### src/hdl/asrp_defs.vh
// constants for the serial result port of the converter: register map,
// field positions, reset values and timing figures.
// assumes a 200 MHz register clock; included by asrp_serial_port.v only.
`ifndef ASRP_DEFS_VH
`define ASRP_DEFS_VH

// ----------------------------------------------------------------------------
// clock and timing
// ----------------------------------------------------------------------------
`define ASRP_CLK_PERIOD_NS   5
`define ASRP_CONV_TIME_NS    8000
`define ASRP_SCLK_PHASE_NS   10
`define ASRP_RESULT_BITS     16
`define ASRP_LAST_BIT        4'hF

// ----------------------------------------------------------------------------
// register byte offsets
// ----------------------------------------------------------------------------
`define ASRP_ADDR_CTRL       8'h00
`define ASRP_ADDR_STATUS     8'h04
`define ASRP_ADDR_RESULT     8'h08

// ----------------------------------------------------------------------------
// control fields and reset value
// ----------------------------------------------------------------------------
`define ASRP_CTRL_IFACE      0
`define ASRP_CTRL_CLKSRC     1
`define ASRP_CTRL_CLKINV     2
`define ASRP_CTRL_FRMINV     3
`define ASRP_CTRL_RESET      4'h0

// ----------------------------------------------------------------------------
// status fields
// ----------------------------------------------------------------------------
`define ASRP_STAT_BUSY       0
`define ASRP_STAT_CONV       1
`define ASRP_STAT_XFER       2
`define ASRP_STAT_ERR        3

// ----------------------------------------------------------------------------
// bus responses
// ----------------------------------------------------------------------------
`define ASRP_RESP_OKAY       2'h0
`define ASRP_RESP_SLVERR     2'h2

`endif

### src/hdl/asrp_serial_port.v
// serial result port of a 16-bit converter: conversion timer, master and
// slave shifters, daisy chain and incomplete-read detection, AXI4-Lite regs.
// assumes pins arrive asynchronous to aclk and the converter core result
// (conv_result) is valid on aclk.
//
// Decided for this implementation: the AXI4-Lite register port and the register offsets.
`timescale 1ns/10ps
`include "asrp_defs.vh"

module asrp_serial_port #(
  parameter CONV_CYCLES = `ASRP_CONV_TIME_NS / `ASRP_CLK_PERIOD_NS,
  parameter SCLK_PHASE  = `ASRP_SCLK_PHASE_NS / `ASRP_CLK_PERIOD_NS
) (
  input  wire        aclk,                    // register and logic clock
  input  wire        aresetn,                 // synchronous reset, low active
  input  wire [7:0]  s_axi_awaddr,            // write address
  input  wire        s_axi_awvalid,           // write address valid
  output wire        s_axi_awready,           // write address ready
  input  wire [31:0] s_axi_wdata,             // write data
  input  wire [3:0]  s_axi_wstrb,             // write byte strobes
  input  wire        s_axi_wvalid,            // write data valid
  output wire        s_axi_wready,            // write data ready
  output reg  [1:0]  s_axi_bresp,             // write response
  output reg         s_axi_bvalid,            // write response valid
  input  wire        s_axi_bready,            // write response ready
  input  wire [7:0]  s_axi_araddr,            // read address
  input  wire        s_axi_arvalid,           // read address valid
  output wire        s_axi_arready,           // read address ready
  output reg  [31:0] s_axi_rdata,             // read data
  output reg  [1:0]  s_axi_rresp,             // read response
  output reg         s_axi_rvalid,            // read data valid
  input  wire        s_axi_rready,            // read data ready
  input  wire [15:0] conv_result,             // converter core result
  input  wire        conversion_start_n,      // start strobe pin
  input  wire        select_n,                // device select pin
  input  wire        read_n,                  // read strobe pin
  input  wire        read_timing_or_chain_in, // read timing level or chain data
  input  wire        sclk_in,                 // host serial clock pin
  output reg         sclk_out,                // generated serial clock
  output wire        sclk_oe_n,               // clock pin enable, low drives
  output reg         frame_sync_out,          // frame-valid strobe
  output reg         serial_result_out,       // serial data
  output wire        serial_result_oe_n,      // data pin enable, low drives
  output wire        busy,                    // conversion or master read after conversion
  output reg         incomplete_read_flag     // one-cycle error pulse
);

  // --------------------------------------------------------------------------
  // configuration
  // --------------------------------------------------------------------------
  reg  [3:0]  ctrl;
  wire        interface_select      = ctrl[`ASRP_CTRL_IFACE];
  wire        clock_source_select   = ctrl[`ASRP_CTRL_CLKSRC];
  wire        clock_polarity_invert = ctrl[`ASRP_CTRL_CLKINV];
  wire        frame_polarity_invert = ctrl[`ASRP_CTRL_FRMINV];
  wire        master_mode = interface_select & ~clock_source_select;
  wire        slave_mode  = interface_select &  clock_source_select;

  // --------------------------------------------------------------------------
  // pin synchronisers
  // --------------------------------------------------------------------------
  reg  [4:0]  sync_a;
  reg  [4:0]  sync_b;
  reg         sclk_q;
  reg         start_q;
  wire        start_lvl = sync_b[0];
  wire        sclk_lvl  = sync_b[1];
  wire        chain_lvl = sync_b[2];
  wire        sel_lvl   = ~sync_b[3] & ~sync_b[4];

  always @(posedge aclk) begin
    if (!aresetn) begin
      sync_a  <= 5'h19;
      sync_b  <= 5'h19;
      sclk_q  <= 1'b0;
      start_q <= 1'b1;
    end else begin
      sync_a  <= {read_n, select_n, read_timing_or_chain_in, sclk_in, conversion_start_n};
      sync_b  <= sync_a;
      sclk_q  <= sclk_lvl;
      start_q <= start_lvl;
    end
  end

  wire        sclk_rise = sclk_lvl & ~sclk_q;
  wire        sclk_fall = ~sclk_lvl & sclk_q;

  // --------------------------------------------------------------------------
  // conversion timer
  // --------------------------------------------------------------------------
  reg         conv_active;
  reg  [31:0] conv_cnt;
  reg  [15:0] result;
  reg         m_act;
  reg         m_rac;
  wire        conv_start = ~start_lvl & start_q & ~conv_active & ~(m_act & m_rac);
  wire        conv_end   = conv_active & (conv_cnt == 32'h0000_0000);

  always @(posedge aclk) begin
    if (!aresetn) begin
      conv_active <= 1'b0;
      conv_cnt    <= 32'h0000_0000;
      result      <= 16'h0000;
    end else if (conv_start) begin
      conv_active <= 1'b1;
      conv_cnt    <= CONV_CYCLES - 1;
    end else if (conv_end) begin
      conv_active <= 1'b0;
      result      <= conv_result;
    end else if (conv_active) begin
      conv_cnt    <= conv_cnt - 32'h0000_0001;
    end
  end

  // --------------------------------------------------------------------------
  // master engine: four phases per bit, data moves only in phase 0
  // --------------------------------------------------------------------------
  reg  [1:0]  m_ph;
  reg  [31:0] m_sub;
  reg  [3:0]  m_bit;
  wire        m_tick  = m_act & (m_sub == SCLK_PHASE - 1);
  wire        m_load  = master_mode & (chain_lvl ? conv_start : conv_end);
  wire        m_shift = m_tick & (m_ph == 2'h3) & (m_bit != `ASRP_LAST_BIT);

  always @(posedge aclk) begin
    if (!aresetn) begin
      m_act <= 1'b0;
      m_rac <= 1'b0;
      m_ph  <= 2'h0;
      m_sub <= 32'h0000_0000;
      m_bit <= 4'h0;
    end else if (m_load) begin
      m_act <= 1'b1;
      m_rac <= ~chain_lvl;
      m_ph  <= 2'h0;
      m_sub <= 32'h0000_0000;
      m_bit <= 4'h0;
    end else if (m_act) begin
      m_sub <= m_tick ? 32'h0000_0000 : m_sub + 32'h0000_0001;
      if (m_tick) begin
        m_ph <= m_ph + 2'h1;
        if (m_ph == 2'h3) begin
          if (m_bit == `ASRP_LAST_BIT)
            m_act <= 1'b0;
          else
            m_bit <= m_bit + 4'h1;
        end
      end
    end
  end

  always @(posedge aclk) begin
    if (!aresetn) begin
      sclk_out       <= 1'b0;
      frame_sync_out <= 1'b0;
    end else begin
      sclk_out       <= (m_act & (m_ph == 2'h1)) ^ clock_polarity_invert;
      frame_sync_out <= m_act ^ frame_polarity_invert;
    end
  end

  assign sclk_oe_n = ~master_mode;
  assign busy      = conv_active | (m_act & m_rac);

  // --------------------------------------------------------------------------
  // shift register shared by both modes, slave clocked by host edges
  // --------------------------------------------------------------------------
  reg  [15:0] shreg;
  reg  [4:0]  s_cnt;
  reg         s_rose;
  reg         chain_bit;
  reg         rd_seen;
  wire        s_reload = slave_mode & (conv_start | conv_end);
  wire        s_shift  = slave_mode & sel_lvl & sclk_fall & s_rose;

  always @(posedge aclk) begin
    if (!aresetn) begin
      shreg     <= 16'h0000;
      s_cnt     <= 5'h00;
      s_rose    <= 1'b0;
      chain_bit <= 1'b0;
    end else if (m_load) begin
      shreg     <= chain_lvl ? result : conv_result;
    end else if (m_shift) begin
      shreg     <= {shreg[14:0], 1'b0};
    end else if (s_reload) begin
      // new result after conversion, previous result during the next one
      shreg     <= conv_end ? conv_result : result;
      s_cnt     <= 5'h00;
      s_rose    <= 1'b0;
    end else if (slave_mode & sel_lvl & sclk_rise) begin
      s_rose    <= 1'b1;
      chain_bit <= chain_lvl & ~conv_active;
    end else if (s_shift) begin
      shreg     <= {shreg[14:0], chain_bit};
      if (s_cnt != `ASRP_RESULT_BITS)
        s_cnt   <= s_cnt + 5'h01;
    end
  end

  // output register: changes only right after a falling edge, in phase 0, or on a slave reload at conversion start or end
  always @(posedge aclk) begin
    if (!aresetn)
      serial_result_out <= 1'b0;
    else
      serial_result_out <= shreg[15];
  end

  assign serial_result_oe_n = ~(interface_select & sel_lvl);

  // --------------------------------------------------------------------------
  // incomplete read during conversion
  // --------------------------------------------------------------------------
  reg         err_sticky;
  reg         err_clr;

  always @(posedge aclk) begin
    if (!aresetn) begin
      rd_seen              <= 1'b0;
      incomplete_read_flag <= 1'b0;
    end else begin
      incomplete_read_flag <= slave_mode & conv_end & rd_seen
                              & (s_cnt != `ASRP_RESULT_BITS);
      if (conv_start | ~slave_mode)
        rd_seen <= 1'b0;
      else if (conv_active & sel_lvl)
        rd_seen <= 1'b1;
    end
  end

  always @(posedge aclk) begin
    if (!aresetn)
      err_sticky <= 1'b0;
    else if (incomplete_read_flag)
      err_sticky <= 1'b1;  // a new error wins over a clear in the same cycle
    else if (err_clr)
      err_sticky <= 1'b0;
  end

  // --------------------------------------------------------------------------
  // AXI4-Lite slave: takes address and data together, one at a time
  // --------------------------------------------------------------------------
  wire        wr_go = s_axi_awvalid & s_axi_wvalid & ~s_axi_bvalid;
  wire        rd_go = s_axi_arvalid & ~s_axi_rvalid;

  assign s_axi_awready = wr_go;
  assign s_axi_wready  = wr_go;
  assign s_axi_arready = rd_go;

  always @(posedge aclk) begin
    if (!aresetn) begin
      ctrl         <= `ASRP_CTRL_RESET;
      s_axi_bvalid <= 1'b0;
      s_axi_bresp  <= `ASRP_RESP_OKAY;
      err_clr      <= 1'b0;
    end else begin
      err_clr <= 1'b0;
      if (s_axi_bvalid & s_axi_bready)
        s_axi_bvalid <= 1'b0;
      if (wr_go) begin
        s_axi_bvalid <= 1'b1;
        s_axi_bresp  <= `ASRP_RESP_OKAY;
        if (s_axi_awaddr == `ASRP_ADDR_CTRL) begin
          if (s_axi_wstrb[0])
            ctrl <= s_axi_wdata[3:0];
        end else if (s_axi_awaddr == `ASRP_ADDR_STATUS) begin
          if (s_axi_wstrb[0])
            err_clr <= s_axi_wdata[`ASRP_STAT_ERR];
        end else if (s_axi_awaddr != `ASRP_ADDR_RESULT) begin
          s_axi_bresp <= `ASRP_RESP_SLVERR;
        end
      end
    end
  end

  always @(posedge aclk) begin
    if (!aresetn) begin
      s_axi_rvalid <= 1'b0;
      s_axi_rdata  <= 32'h0000_0000;
      s_axi_rresp  <= `ASRP_RESP_OKAY;
    end else begin
      if (s_axi_rvalid & s_axi_rready)
        s_axi_rvalid <= 1'b0;
      if (rd_go) begin
        s_axi_rvalid <= 1'b1;
        s_axi_rresp  <= `ASRP_RESP_OKAY;
        s_axi_rdata  <= 32'h0000_0000;
        if (s_axi_araddr == `ASRP_ADDR_CTRL)
          s_axi_rdata[3:0] <= ctrl;
        else if (s_axi_araddr == `ASRP_ADDR_STATUS)
          s_axi_rdata[3:0] <= {err_sticky, m_act, conv_active, busy};
        else if (s_axi_araddr == `ASRP_ADDR_RESULT)
          s_axi_rdata[15:0] <= result;
        else
          s_axi_rresp <= `ASRP_RESP_SLVERR;
      end
    end
  end

endmodule
### config.mk
export PLATFORM = sky130hd
export DESIGN_NAME = asrp_serial_port
export DESIGN_NICKNAME = d
export VERILOG_FILES = /design/src/hdl/asrp_serial_port.v
export VERILOG_INCLUDE_DIRS = /design/src /design/src/hdl
export SDC_FILE = /design/constraint.sdc
export NUM_CORES = 1
export LEC_CHECK = 0
export ABC_AREA = 0
export BUFFER_PORTS_ARGS = -buffer_cell sky130_fd_sc_hd__buf_2
export CORE_ASPECT_RATIO = 0.6
export CORE_MARGIN = 2
export CORE_UTILIZATION = 56
export DETAILED_ROUTE_END_ITERATION = 12
export PLACE_DENSITY = 0.8
export SLEW_MARGIN = 20
export SYNTH_ARGS = -nofsm -noshare
export SYNTH_HDL_FRONTEND = slang
export SYNTH_SLANG_ARGS = --single-unit
### constraint.sdc
create_clock -name aclk -period 3.4 [get_ports aclk]
set_clock_uncertainty 0.15 [all_clocks]
set_input_delay 0.17 -clock aclk [delete_from_list [all_inputs] [get_ports aclk]]
set_output_delay 0.17 -clock aclk [all_outputs]
set_load 0.05 [all_outputs]
==> summary.txt, run 1 <==
Yosys
  • Most frequent cell after synthesis: dfxtp_1
  • Mean Syn Cell Area: 8.90 µm²
  • Post-Synth XOR/XNOR Area: 7.67%
  • Post-synth top cells: 155 x dfxtp_1, 115 x nor2_1, 47 x nand2_1
  • Yosys cell types: 64
  • Synth area leaders: dfxtp_1 43%, nor2_1 6.0%, xnor2_1 4.3%
  • Synth Area in Compound Gates: 10.8%
  • YS warnings: 0
  • Post-Synth Simple-Gate Area: 25.6%
  • Multiplexer share of the synthesized area: 6.17%
  • Yosys reg bits: 155
  • Async SR Flop Fraction: 0%
  • Synth area leader: dfxtp_1
  • Top FF cell, synth: dfxtp_1
  • Largest family of logic cells by synthesized area: simple AND/OR/NAND/NOR gates
  • Register area share after synthesis: 43.1%
  • EDFF count, synth: 0
  • Cells after synthesis: 809
  • Adder-cell share of the synthesized area: 1.39%
  • Synthesized area: 0.00720 mm²
  • Top cell type's share of synthesized area: 43.1%

Route
  • Vias per cell: 5.63
  • Per-cell routed wire length: 15.6 µm
  • DRT Wirelength: 17200 µm
  • Iteration-0 DRC Markers: 372
  • Routed Antenna Nets: 0
  • Drt drc: 0
  • Length of the first detailed-routing pass in iterations: 5
  • Vias: 6177

STA
  • Slew Viols, Final: 0
  • Post-Route Setup TNS: 0 ns
  • Final Hold Vio Count: 0
  • F_max: 340 MHz
  • Final min period: 2.94 ns
  • Final worst path period share: 86.5%
  • Hold_ws: 0.0132 ns
  • Count of final setup violators: 0
  • Slew HR: 37.3%
  • Worst slew pin tran: 0.931 ns
  • RSZ-0062 raised after global routing: false

Final layout
  • N_diodes: 0
  • Nets: 1004
  • Sequential cell area: 0.00310 mm²
  • Area Overhead vs Synth: 20.1%
  • Layout cells sized above 1: 18.3%
  • Filler cell count: 950
  • Multi-input gate area: 0.00378 mm²

Placement
  • HPWL after DPL: 11000 µm
  • GPL Wtd Cong: 0.856
  • # port buffers: 78

Global route
  • First-pass GRT wire length: 28200 µm
  • Largest net degree at the start of global routing: 44
  • Vias in the first global route: 5577
  • Initial antenna violation count: 0
  • Grt ovf: 0
  • Total GRT Usage: 25.5%

Power
  • P per Cell Area: 505 mW/mm²
  • Leak: 0.00344 µW
  • Peak supply drop: 0.310 mV

Critical path
  • Critical Path Start Type: flop
  • Crit Path Class: flop to flop
  • Worst Setup End Kind: flop
  • Crit path DAT: 3.13 ns
  • CP max FO: 17
  • Worst endpoint required time: 3.59 ns

Die
  • Std cell rows: 32
  • Ports: 128
  • Initial Util: 56.7%
  • Core Region: 0.0127 mm²
  • Die area: 0.0138 mm²
  • Die height: 91.8 µm
  • Die width: 150 µm

Clock network
  • H-tree levels: 4
  • Clock Path Buffers: 2
  • Worst-path clk slew: 0.07 ns
  • # clock sinks: 155
  • CTS tree: done
  • CTS buffer count: 17
  • Clock root buffer: clkbuf_16
  • Post-CTS resize count: 0
  • Clock Latency Late Sink: 0.42 ns

Outcome
  • Outcome: finished clean

Job
  • Maxcap violations: 0

Hold path
  • Hold Path Class: input port to flop
==> critical path, stage by stage (launching register included) <==
cell,delay [ns]
dfxtp_1,0.36
nor4_1,0.59
nand2_1,0.33
or4_4,0.50
a211o_1,0.34
buf_12,0.17
mux2_4,0.30
o21ai_1,0.11
==> kinds of logic (layout without fill, tap and decap cells) <==
| logic type | count (synthesis) | count (layout) |
|---|---|---|
| multiplexers | 42 | 42 |
| adder cells (fa/ha/maj) | 8 | 8 |
| AND/OR/NAND/NOR | 348 | 348 |
| flip-flops | 155 | 155 |
| AO/OA/AOI/OAI | 117 | 117 |
| buffers and inverters | 75 | 177 |
| other | 1 | 18 |
| XOR/XNOR | 63 | 63 |
==> sequential cells by signal (all words and copies together) (netlist names), 2 cells and up <==
register and cells:
m_bit 4, m_ph 2, s_axi_rdata 16, result 16, shreg 16, ctrl 4, sync_b 5, s_cnt 5
sync_a 5, conv_cnt 32, m_sub 32
==> layout make-up <==
class | instances | area share [%]
repair buffers | 129 | 10.1
clock inverters | 14 | 2.13
well taps | 170 | 2.46
clock buffers | 17 | 4.92
inverters | 17 | 0.738
multi-input cells | 596 | 43.8
flip-flops and latches | 155 | 35.9
==> metal layers <==
layer	global-route usage (%)	part of all wire (%)	routed length (µm)
met1	37.3	49	8500
met2	37.7	43	7420
met3	6.17	6.7	1150
met4	5.97	0.61	104
met5	0	0	0
==> placed cells by master (no fill, tap or decap), types with 6 or more instances in the layout <==
cell type,n
nand3_1,16
nand2b_1,13
nor4_1,21
xnor2_1,35
o21ai_0,12
or2_2,18
or4_1,9
dfxtp_1,155
xor2_1,28
buf_4,15
conb_1,18
inv_1,16
a21oi_1,36
mux2i_1,26
dlygate4sd3_1,35
or3_1,13
inv_6,6
o221ai_1,14
ha_1,8
and4_1,7
nand2_1,47
nor2_1,115
clkbuf_16,17
buf_2,78
nand4_1,18
nor3_1,22
mux2_2,15
and2_1,25
a22oi_1,13
o211ai_1,17
==> timing repair <==
action / in CTS / in global routing
hold endpoints to repair: 41 / 0
hold buffers: 35 / 0
buffers inserted: 0 / 0
==> worst paths after layout <==
check                from  slack (ns)  cells after the start                    to
max          conv_cnt[12]        0.46                      7             shreg[15]
min               aresetn        0.01                      3  incomplete_read_flag
max reg2reg  conv_cnt[12]        0.46                      7             shreg[15]
min reg2reg     sync_a[0]        0.26                      1             sync_b[0]
==> through the flow <==
step / area [µm²] / instances / util (%) / setup WS (ns) / power (µW)
after global placement: 7690 / 1032 / 60.6 / 0.595 / 2390
after global routing: 8650 / 1098 / 68.1 / 0.365 / 4500
after CTS: 8650 / 1098 / 68.1 / 0.513 / 4370
final: 8650 / 1098 / 68.1 / 0.458 / 4370
after floorplan: 7260 / 826 / - / 0.759 / 2300
after detailed placement: 7690 / 1032 / 60.6 / 0.544 / 2390
==> power breakdown <==
part           leakage (µW)  switching, µW  internal (µW)
combinational       0.00189            304            191
clock              0.000297            802           1170
sequential          0.00125           43.3           1860
total               0.00344           1150           3220
Note: power is estimated with default switching activity, not from simulation.
==> run 2: changes to the inputs <==
--- a/config.mk
+++ b/config.mk
@@ -12,6 +12,7 @@
 export CORE_MARGIN = 2
 export CORE_UTILIZATION = 56
 export DETAILED_ROUTE_END_ITERATION = 12
+export GPL_TIMING_DRIVEN = 0
 export PLACE_DENSITY = 0.8
 export SLEW_MARGIN = 20
 export SYNTH_ARGS = -nofsm -noshare
==> run 2 against run 1 <==
Global-route usage up 2.4 points. Core utilization grew 1.3 points. Routed wire length up 10%.
==> summary.txt, run 2 (synthesized netlist as in run 1, its figures left out) <==
Final layout
  • Layout cells sized above 1: 18.4% (+0.069 points)
  • N_diodes: 0 (unchanged)
  • Largest registers: conv_cnt: 32 flops, m_sub: 32 flops
  • Sequential cell area: 0.00310 mm² (unchanged)
  • Multi-input gate area: 0.00380 mm² (+0.30%)
  • Commonest non-fill, non-tap cell in the layout: dfxtp_1
  • Area Overhead vs Synth: 22.5%
  • Nets: 1043 (+3.9%)
  • Most frequent cells in the layout: 155 x dfxtp_1, 115 x nor2_1, 78 x buf_2
  • Filler cell count: 1036 (+9.1%)

Critical path
  • Worst endpoint required time: 3.53 ns (-0.06 ns)
  • Reg2reg path depth: 8 (+1)
  • Crit path DAT: 3.31 ns (+0.18 ns)
  • Family with the most delay on the worst path: simple AND/OR/NAND/NOR gates
  • R2R Path End: shreg[14]
  • Slowest-stage cell, CP: nor3_2
  • CP peak stage delay: 0.59 ns (about the same)
  • Worst Setup End Kind: flop
  • Number of stages on the worst setup path: 8 (+1)
  • Crit Path Class: flop to flop
  • Buf/Inv on CP: 1 (unchanged)
  • CP max FO: 10 (-7)
  • Sequence of cells on the critical path: ha_1, nor4b_1, nand4_1, nor3_2, a21oi_1, nand2_1, clkbuf_1, o221ai_1
  • Critical Path Start Type: flop
  • Worst R2R Setup Slack: 0.22 ns (-0.24 ns)
  • Reg-to-reg critical path startpoint: m_sub[0]

Die
  • Die area: 0.0138 mm² (unchanged)
  • Die height: 91.8 µm (unchanged)
  • Die width: 150 µm (unchanged)
  • Core Region: 0.0127 mm² (unchanged)
  • Ports: 128 (unchanged)
  • Std cell rows: 32 (unchanged)
  • Initial Util: 56.7% (unchanged)

Global route
  • Initial antenna violation count: 0 (unchanged)
  • Total GRT Usage: 27.9% (+2.4 points)
  • Grt ovf: 0 (unchanged)
  • Vias in the first global route: 6045 (+8.4%)
  • Largest net degree at the start of global routing: 17 (-61%)
  • First-pass GRT wire length: 30500 µm (+8.1%)

STA
  • Final worst path period share: 93.6% (+7.0 points)
  • Post-Route Setup TNS: 0 ns (unchanged)
  • Slew HR: 18.9% (-18 points)
  • Worst slew pin tran: 1.20 ns (+0.270 ns)
  • Slew Viols, Final: 0 (unchanged)
  • F_max: 314 MHz (-7.5%)
  • RSZ-0062 raised after global routing: false
  • Final Hold Vio Count: 0 (unchanged)
  • Count of final setup violators: 0 (unchanged)
  • Final min period: 3.18 ns (+0.239 ns)

Route
  • Per-cell routed wire length: 16.6 µm (+6.2%)
  • DRT Wirelength: 18900 µm (+10%)
  • Routed Antenna Nets: 0 (unchanged)
  • Vias per cell: 5.73 (+1.9%)
  • Iteration-0 DRC Markers: 535 (+44%)
  • Vias: 6521 (+5.6%)
  • Length of the first detailed-routing pass in iterations: 5 (unchanged)
  • Drt drc: 0 (unchanged)

Hold path
  • Min-delay src: aresetn
  • Worst Hold End: incomplete_read_flag
  • Worst Hold Depth: 3 (unchanged)
  • Hold Path Class: input port to flop

Power
  • P_sw: 1150 µW (+0.45%)
  • P per Cell Area: 498 mW/mm² (-1.4%)
  • Sequential power share: 43.2% (-0.3 points)
  • Tot Pwr: 4390 µW (+0.54%)
  • P_int: 3240 µW (+0.57%)
  • Leak: 0.00351 µW (+2.2%)
  • Peak supply drop: 0.334 mV (+7.7%)
  • Switching Share: 26.3% (about the same)
  • Clk pwr share: 44.7% (-0.5 points)
  • Combinational share of power: 12.1% (+0.8 points)

Outcome
  • Outcome: finished clean

Clock network
  • # clock sinks: 155 (unchanged)
  • Clock Path Buffers: 2 (unchanged)
  • Worst-path clk slew: 0.07 ns (about the same)
  • Clock root buffer: clkbuf_16
  • CTS buffer count: 17 (unchanged)
  • Clock Latency Late Sink: 0.42 ns (about the same)
  • H-tree levels: 4 (unchanged)
  • CTS tree: done
  • Post-CTS setup buffer count: 0 (unchanged)

Placement
  • GPL Wtd Cong: 0.859 (+0.33%)
  • HPWL after DPL: 13000 µm (+18%)
  • # port buffers: 76 (-2.6%)

Job
  • Maxcap violations: 0 (unchanged)
## run 2: cell count changes in the layout (fill, tap and decap cells not counted), moves of 3 or more
cell      before  now
buf_4         15   19
inv_6          6    2
clkbuf_1       0   34
clkinv_2       1    4
## run 2: final cells by class
cell class,instances,area share (%)
clock buffer,18,4.98
timing repair buffer,110,8.18
multi-input combinational,596,43.1
tap,170,2.41
clock inverter,14,1.92
sequential,155,35.2
inverter,17,0.724
buffer,58,3.52
## run 2: through the flow
step	instance area, µm²	hold WS, ns	instances	worst slack, ns	utilization, %
global placement	7860	0.202	1072	0.0814	61.9
floorplan	7260	0.121	826	0.759	-
finish	8810	0.0244	1138	0.219	69.4
detailed placement	7860	0.208	1072	0.0581	61.9
CTS	8810	0.0108	1138	0.185	69.4
global route	8810	0.0567	1138	0.0372	69.4
## run 2: worst reg2reg max path, stage by stage (launching register included)
cell and delay (ns):
dfxtp_1 0.46, ha_1 0.23, nor4b_1 0.30, nand4_1 0.25, nor3_2 0.59, a21oi_1 0.20, nand2_1 0.25, clkbuf_1 0.43
o221ai_1 0.18
## run 2: repair_timing
item / CTS / global route
resized for setup: 1 / 1
endpoints found under the setup margin: 2 / 11
pin swaps: 0 / 0
endpoints found under the hold margin: 38 / 0
hold buffers: 34 / 0
## run 2: power by group through the flow
stage	combinational (µW)	clock [µW]	sequential, µW
after global placement	480	0	1930
after floorplan	360	0	1940
final	531	1960	1900
after detailed placement	487	0	1930
after CTS	520	1970	1890
after global routing	580	2050	1900
## run 2: worst max-delay path by stage
| stage | start | end | slack [ns] |
|---|---|---|---|
| after floorplan | ctrl[1] | s_cnt[3] | 0.76 |
| after global placement | m_sub[0] | shreg[7] | 0.08 |
| after detailed placement | m_sub[0] | shreg[8] | 0.06 |
| after CTS | conv_cnt[12] | shreg[8] | 0.19 |
| after global routing | conv_cnt[24] | shreg[12] | 0.04 |
| final | m_sub[0] | shreg[14] | 0.22 |
## run 2: routing by layer
metal  up-vias  part of all wire [%]  track usage, %
met5         -                     0               0
met3        33                   8.1            7.36
met2       248                    43            40.5
met1      3115                    48            41.1
met4         0                   1.4            6.60
li1       3125                     -               -
==> run 3: changes to the inputs <==
--- a/config.mk
+++ b/config.mk
@@ -10,10 +10,10 @@
 export BUFFER_PORTS_ARGS = -buffer_cell sky130_fd_sc_hd__buf_2
 export CORE_ASPECT_RATIO = 0.6
 export CORE_MARGIN = 2
-export CORE_UTILIZATION = 56
+export CORE_UTILIZATION = 40
 export DETAILED_ROUTE_END_ITERATION = 12
 export GPL_TIMING_DRIVEN = 0
-export PLACE_DENSITY = 0.8
+export PLACE_DENSITY = 0.57
 export SLEW_MARGIN = 20
 export SYNTH_ARGS = -nofsm -noshare
 export SYNTH_HDL_FRONTEND = slang
==> run 3 against run 2 <==
Clock power fell by 9.7%. Global-route usage fell by 7.1 points. First-iteration DRC count fell by 15%. Worst setup slack improved by 0.10 ns. Critical path type unchanged. Register-to-register slack improved by 0.10 ns. Worst hold slack improved by 0.011 ns. Combinational power rose by 1%.
==> summary.txt, run 3 (synthesized netlist as in run 1, its figures left out) <==
Global route
  • Total GRT Usage: 20.8% (-7.1 points)
  • Largest net degree at the start of global routing: 17 (unchanged)
  • First-pass GRT wire length: 30600 µm (+0.16%)
  • Grt ovf: 0 (unchanged)
  • Initial antenna violation count: 0 (unchanged)
  • Vias in the first global route: 5745 (-5.0%)

STA
  • F_max: 325 MHz (+3.3%)
  • Slew Viols, Final: 0 (unchanged)
  • Worst slew pin tran: 1.02 ns (-0.185 ns)
  • PnR worst setup slack: 0.321 ns (+0.103 ns)
  • Final Hold Vio Count: 0 (unchanged)
  • Final worst path period share: 90.6% (-3.0 points)
  • Final min period: 3.08 ns (-0.103 ns)
  • Count of final setup violators: 0 (unchanged)
  • Slew HR: 31.7% (+13 points)
  • Hold_ws: 0.0352 ns (+0.0107 ns)
  • RSZ-0062 raised after global routing: false
  • Post-Route Setup TNS: 0 ns (unchanged)

Die
  • Core Region: 0.0174 mm² (+37%)
  • Initial Util: 41.5% (-15 points)
  • Std cell rows: 37 (+16%)
  • Die area: 0.0191 mm² (+38%)
  • Die width: 177 µm (+18%)
  • Die height: 108 µm (+18%)
  • Ports: 128 (unchanged)

Critical path
  • Worst R2R Setup Slack: 0.32 ns (+0.10 ns)
  • Crit Path Class: flop to flop
  • CP max FO: 10 (unchanged)
  • Crit path DAT: 3.21 ns (-0.10 ns)
  • Worst endpoint required time: 3.53 ns (about the same)
  • R2R Path End: shreg[5]
  • Worst Setup End Kind: flop
  • Reg2reg path depth: 8 (unchanged)
  • Critical Path Start Type: flop
  • Reg-to-reg critical path startpoint: m_sub[0]

Clock network
  • Clock Latency Late Sink: 0.43 ns (about the same)
  • # clock sinks: 155 (unchanged)
  • H-tree levels: 4 (unchanged)
  • Clock root buffer: clkbuf_16
  • Clock Path Buffers: 2 (unchanged)
  • Worst-path clk slew: 0.06 ns (about the same)
  • CTS tree: done
  • CTS buffer count: 17 (unchanged)

Placement
  • DP Worst Slack: 0.0462 ns (-0.0119 ns)
  • GPL Wtd Cong: 0.809 (-5.9%)
  • HPWL after DPL: 13800 µm (+6.7%)
  • # port buffers: 76 (unchanged)

Final layout
  • Area Overhead vs Synth: 23.2%
  • Nets: 1048 (+0.48%)
  • N_diodes: 0 (unchanged)
  • Filler cell count: 1688 (+63%)
  • Most frequent cells in the layout: 155 x dfxtp_1, 115 x nor2_1, 78 x buf_2
  • Commonest non-fill, non-tap cell in the layout: dfxtp_1
  • Fin util: 51.1% (-18 points)
  • Layout cells sized above 1: 18.8% (+0.42 points)
  • Largest registers: conv_cnt: 32 flops, m_sub: 32 flops

Power
  • P per Cell Area: 474 mW/mm² (-4.9%)
  • Tot Pwr: 4200 µW (-4.3%)
  • Peak supply drop: 0.334 mV (-0.16%)
  • Leak: 0.00350 µW (-0.45%)

Route
  • Per-cell routed wire length: 15.7 µm (-5.7%)
  • Drt drc: 0 (unchanged)
  • Routed Antenna Nets: 0 (unchanged)
  • Vias per cell: 5.13 (-11%)
  • Iteration-0 DRC Markers: 453 (-15%)
  • DRT Wirelength: 18900 µm (about the same)
  • Vias: 6190 (-5.1%)
  • Length of the first detailed-routing pass in iterations: 5 (unchanged)

Hold path
  • Worst Hold End: incomplete_read_flag
  • Worst Hold Depth: 3 (unchanged)
  • Min-delay src: aresetn
  • Hold Path Class: input port to flop

Outcome
  • Outcome: finished clean

Job
  • Maxcap violations: 0 (unchanged)
==> run 3: per-stage QoR <==
step	instances	instance area [µm²]
6_report	1207	8870
5_1_grt	1207	8870
3_3_place_gp	1136	7940
2_1_floorplan	826	7260
3_5_place_dp	1136	7940
4_1_cts	1202	8820
==> run 3: worst max-delay path by stage <==
stage | from | endpoint | slack [ns] | depth (start not counted)
floorplan | ctrl[1] | s_cnt[3] | 0.76 | 7
global placement | m_sub[0] | shreg[5] | 0.03 | 8
detailed placement | m_sub[0] | shreg[7] | 0.05 | 8
CTS | m_sub[0] | shreg[5] | 0.03 | 8
global route | m_sub[0] | shreg[7] | 0.004 | 8
finish | m_sub[0] | shreg[5] | 0.32 | 8
==> run 3: critical path, stage by stage, from the launching register on <==
cell	delay [ns]
dfxtp_1	0.45
ha_1	0.22
nor4b_1	0.28
nand4_1	0.24
nor3_2	0.57
a21oi_1	0.18
nand2_1	0.26
clkbuf_1	0.41
o221ai_1	0.18
==> run 3: layout make-up <==
type                    instances  area, µm²  area share [%]
flip-flops and latches        155       3100            35.0
plain buffers                  58        310            3.50
repair buffers                115        758            8.55
inverters                      17       63.8           0.720
clock inverters                15        116            1.31
clock buffers                  17        425            4.80
multi-input cells             596       3800            42.8
well taps                     234        293            3.30
==> run 3: what timing repair did <==
action	4_1_cts	5_1_grt
resized for setup	0	2
endpoints found under the setup margin	0	18
buffers inserted	0	5
hold endpoints to repair	43	0
hold buffers	34	0
==> run 3: report_power, final <==
group          switching, µW  internal (µW)
Combinational            330            208
Sequential              39.3           1860
Clock                    825            944
==> run 3: per-layer routing <==
layer	up-vias	global-route usage [%]	part of all wire [%]
met2	173	27.6	38
met3	17	4.48	6.0
met4	0	5.84	1.0
li1	3132	-	-
met1	2868	32.7	55
met5	-	0	0
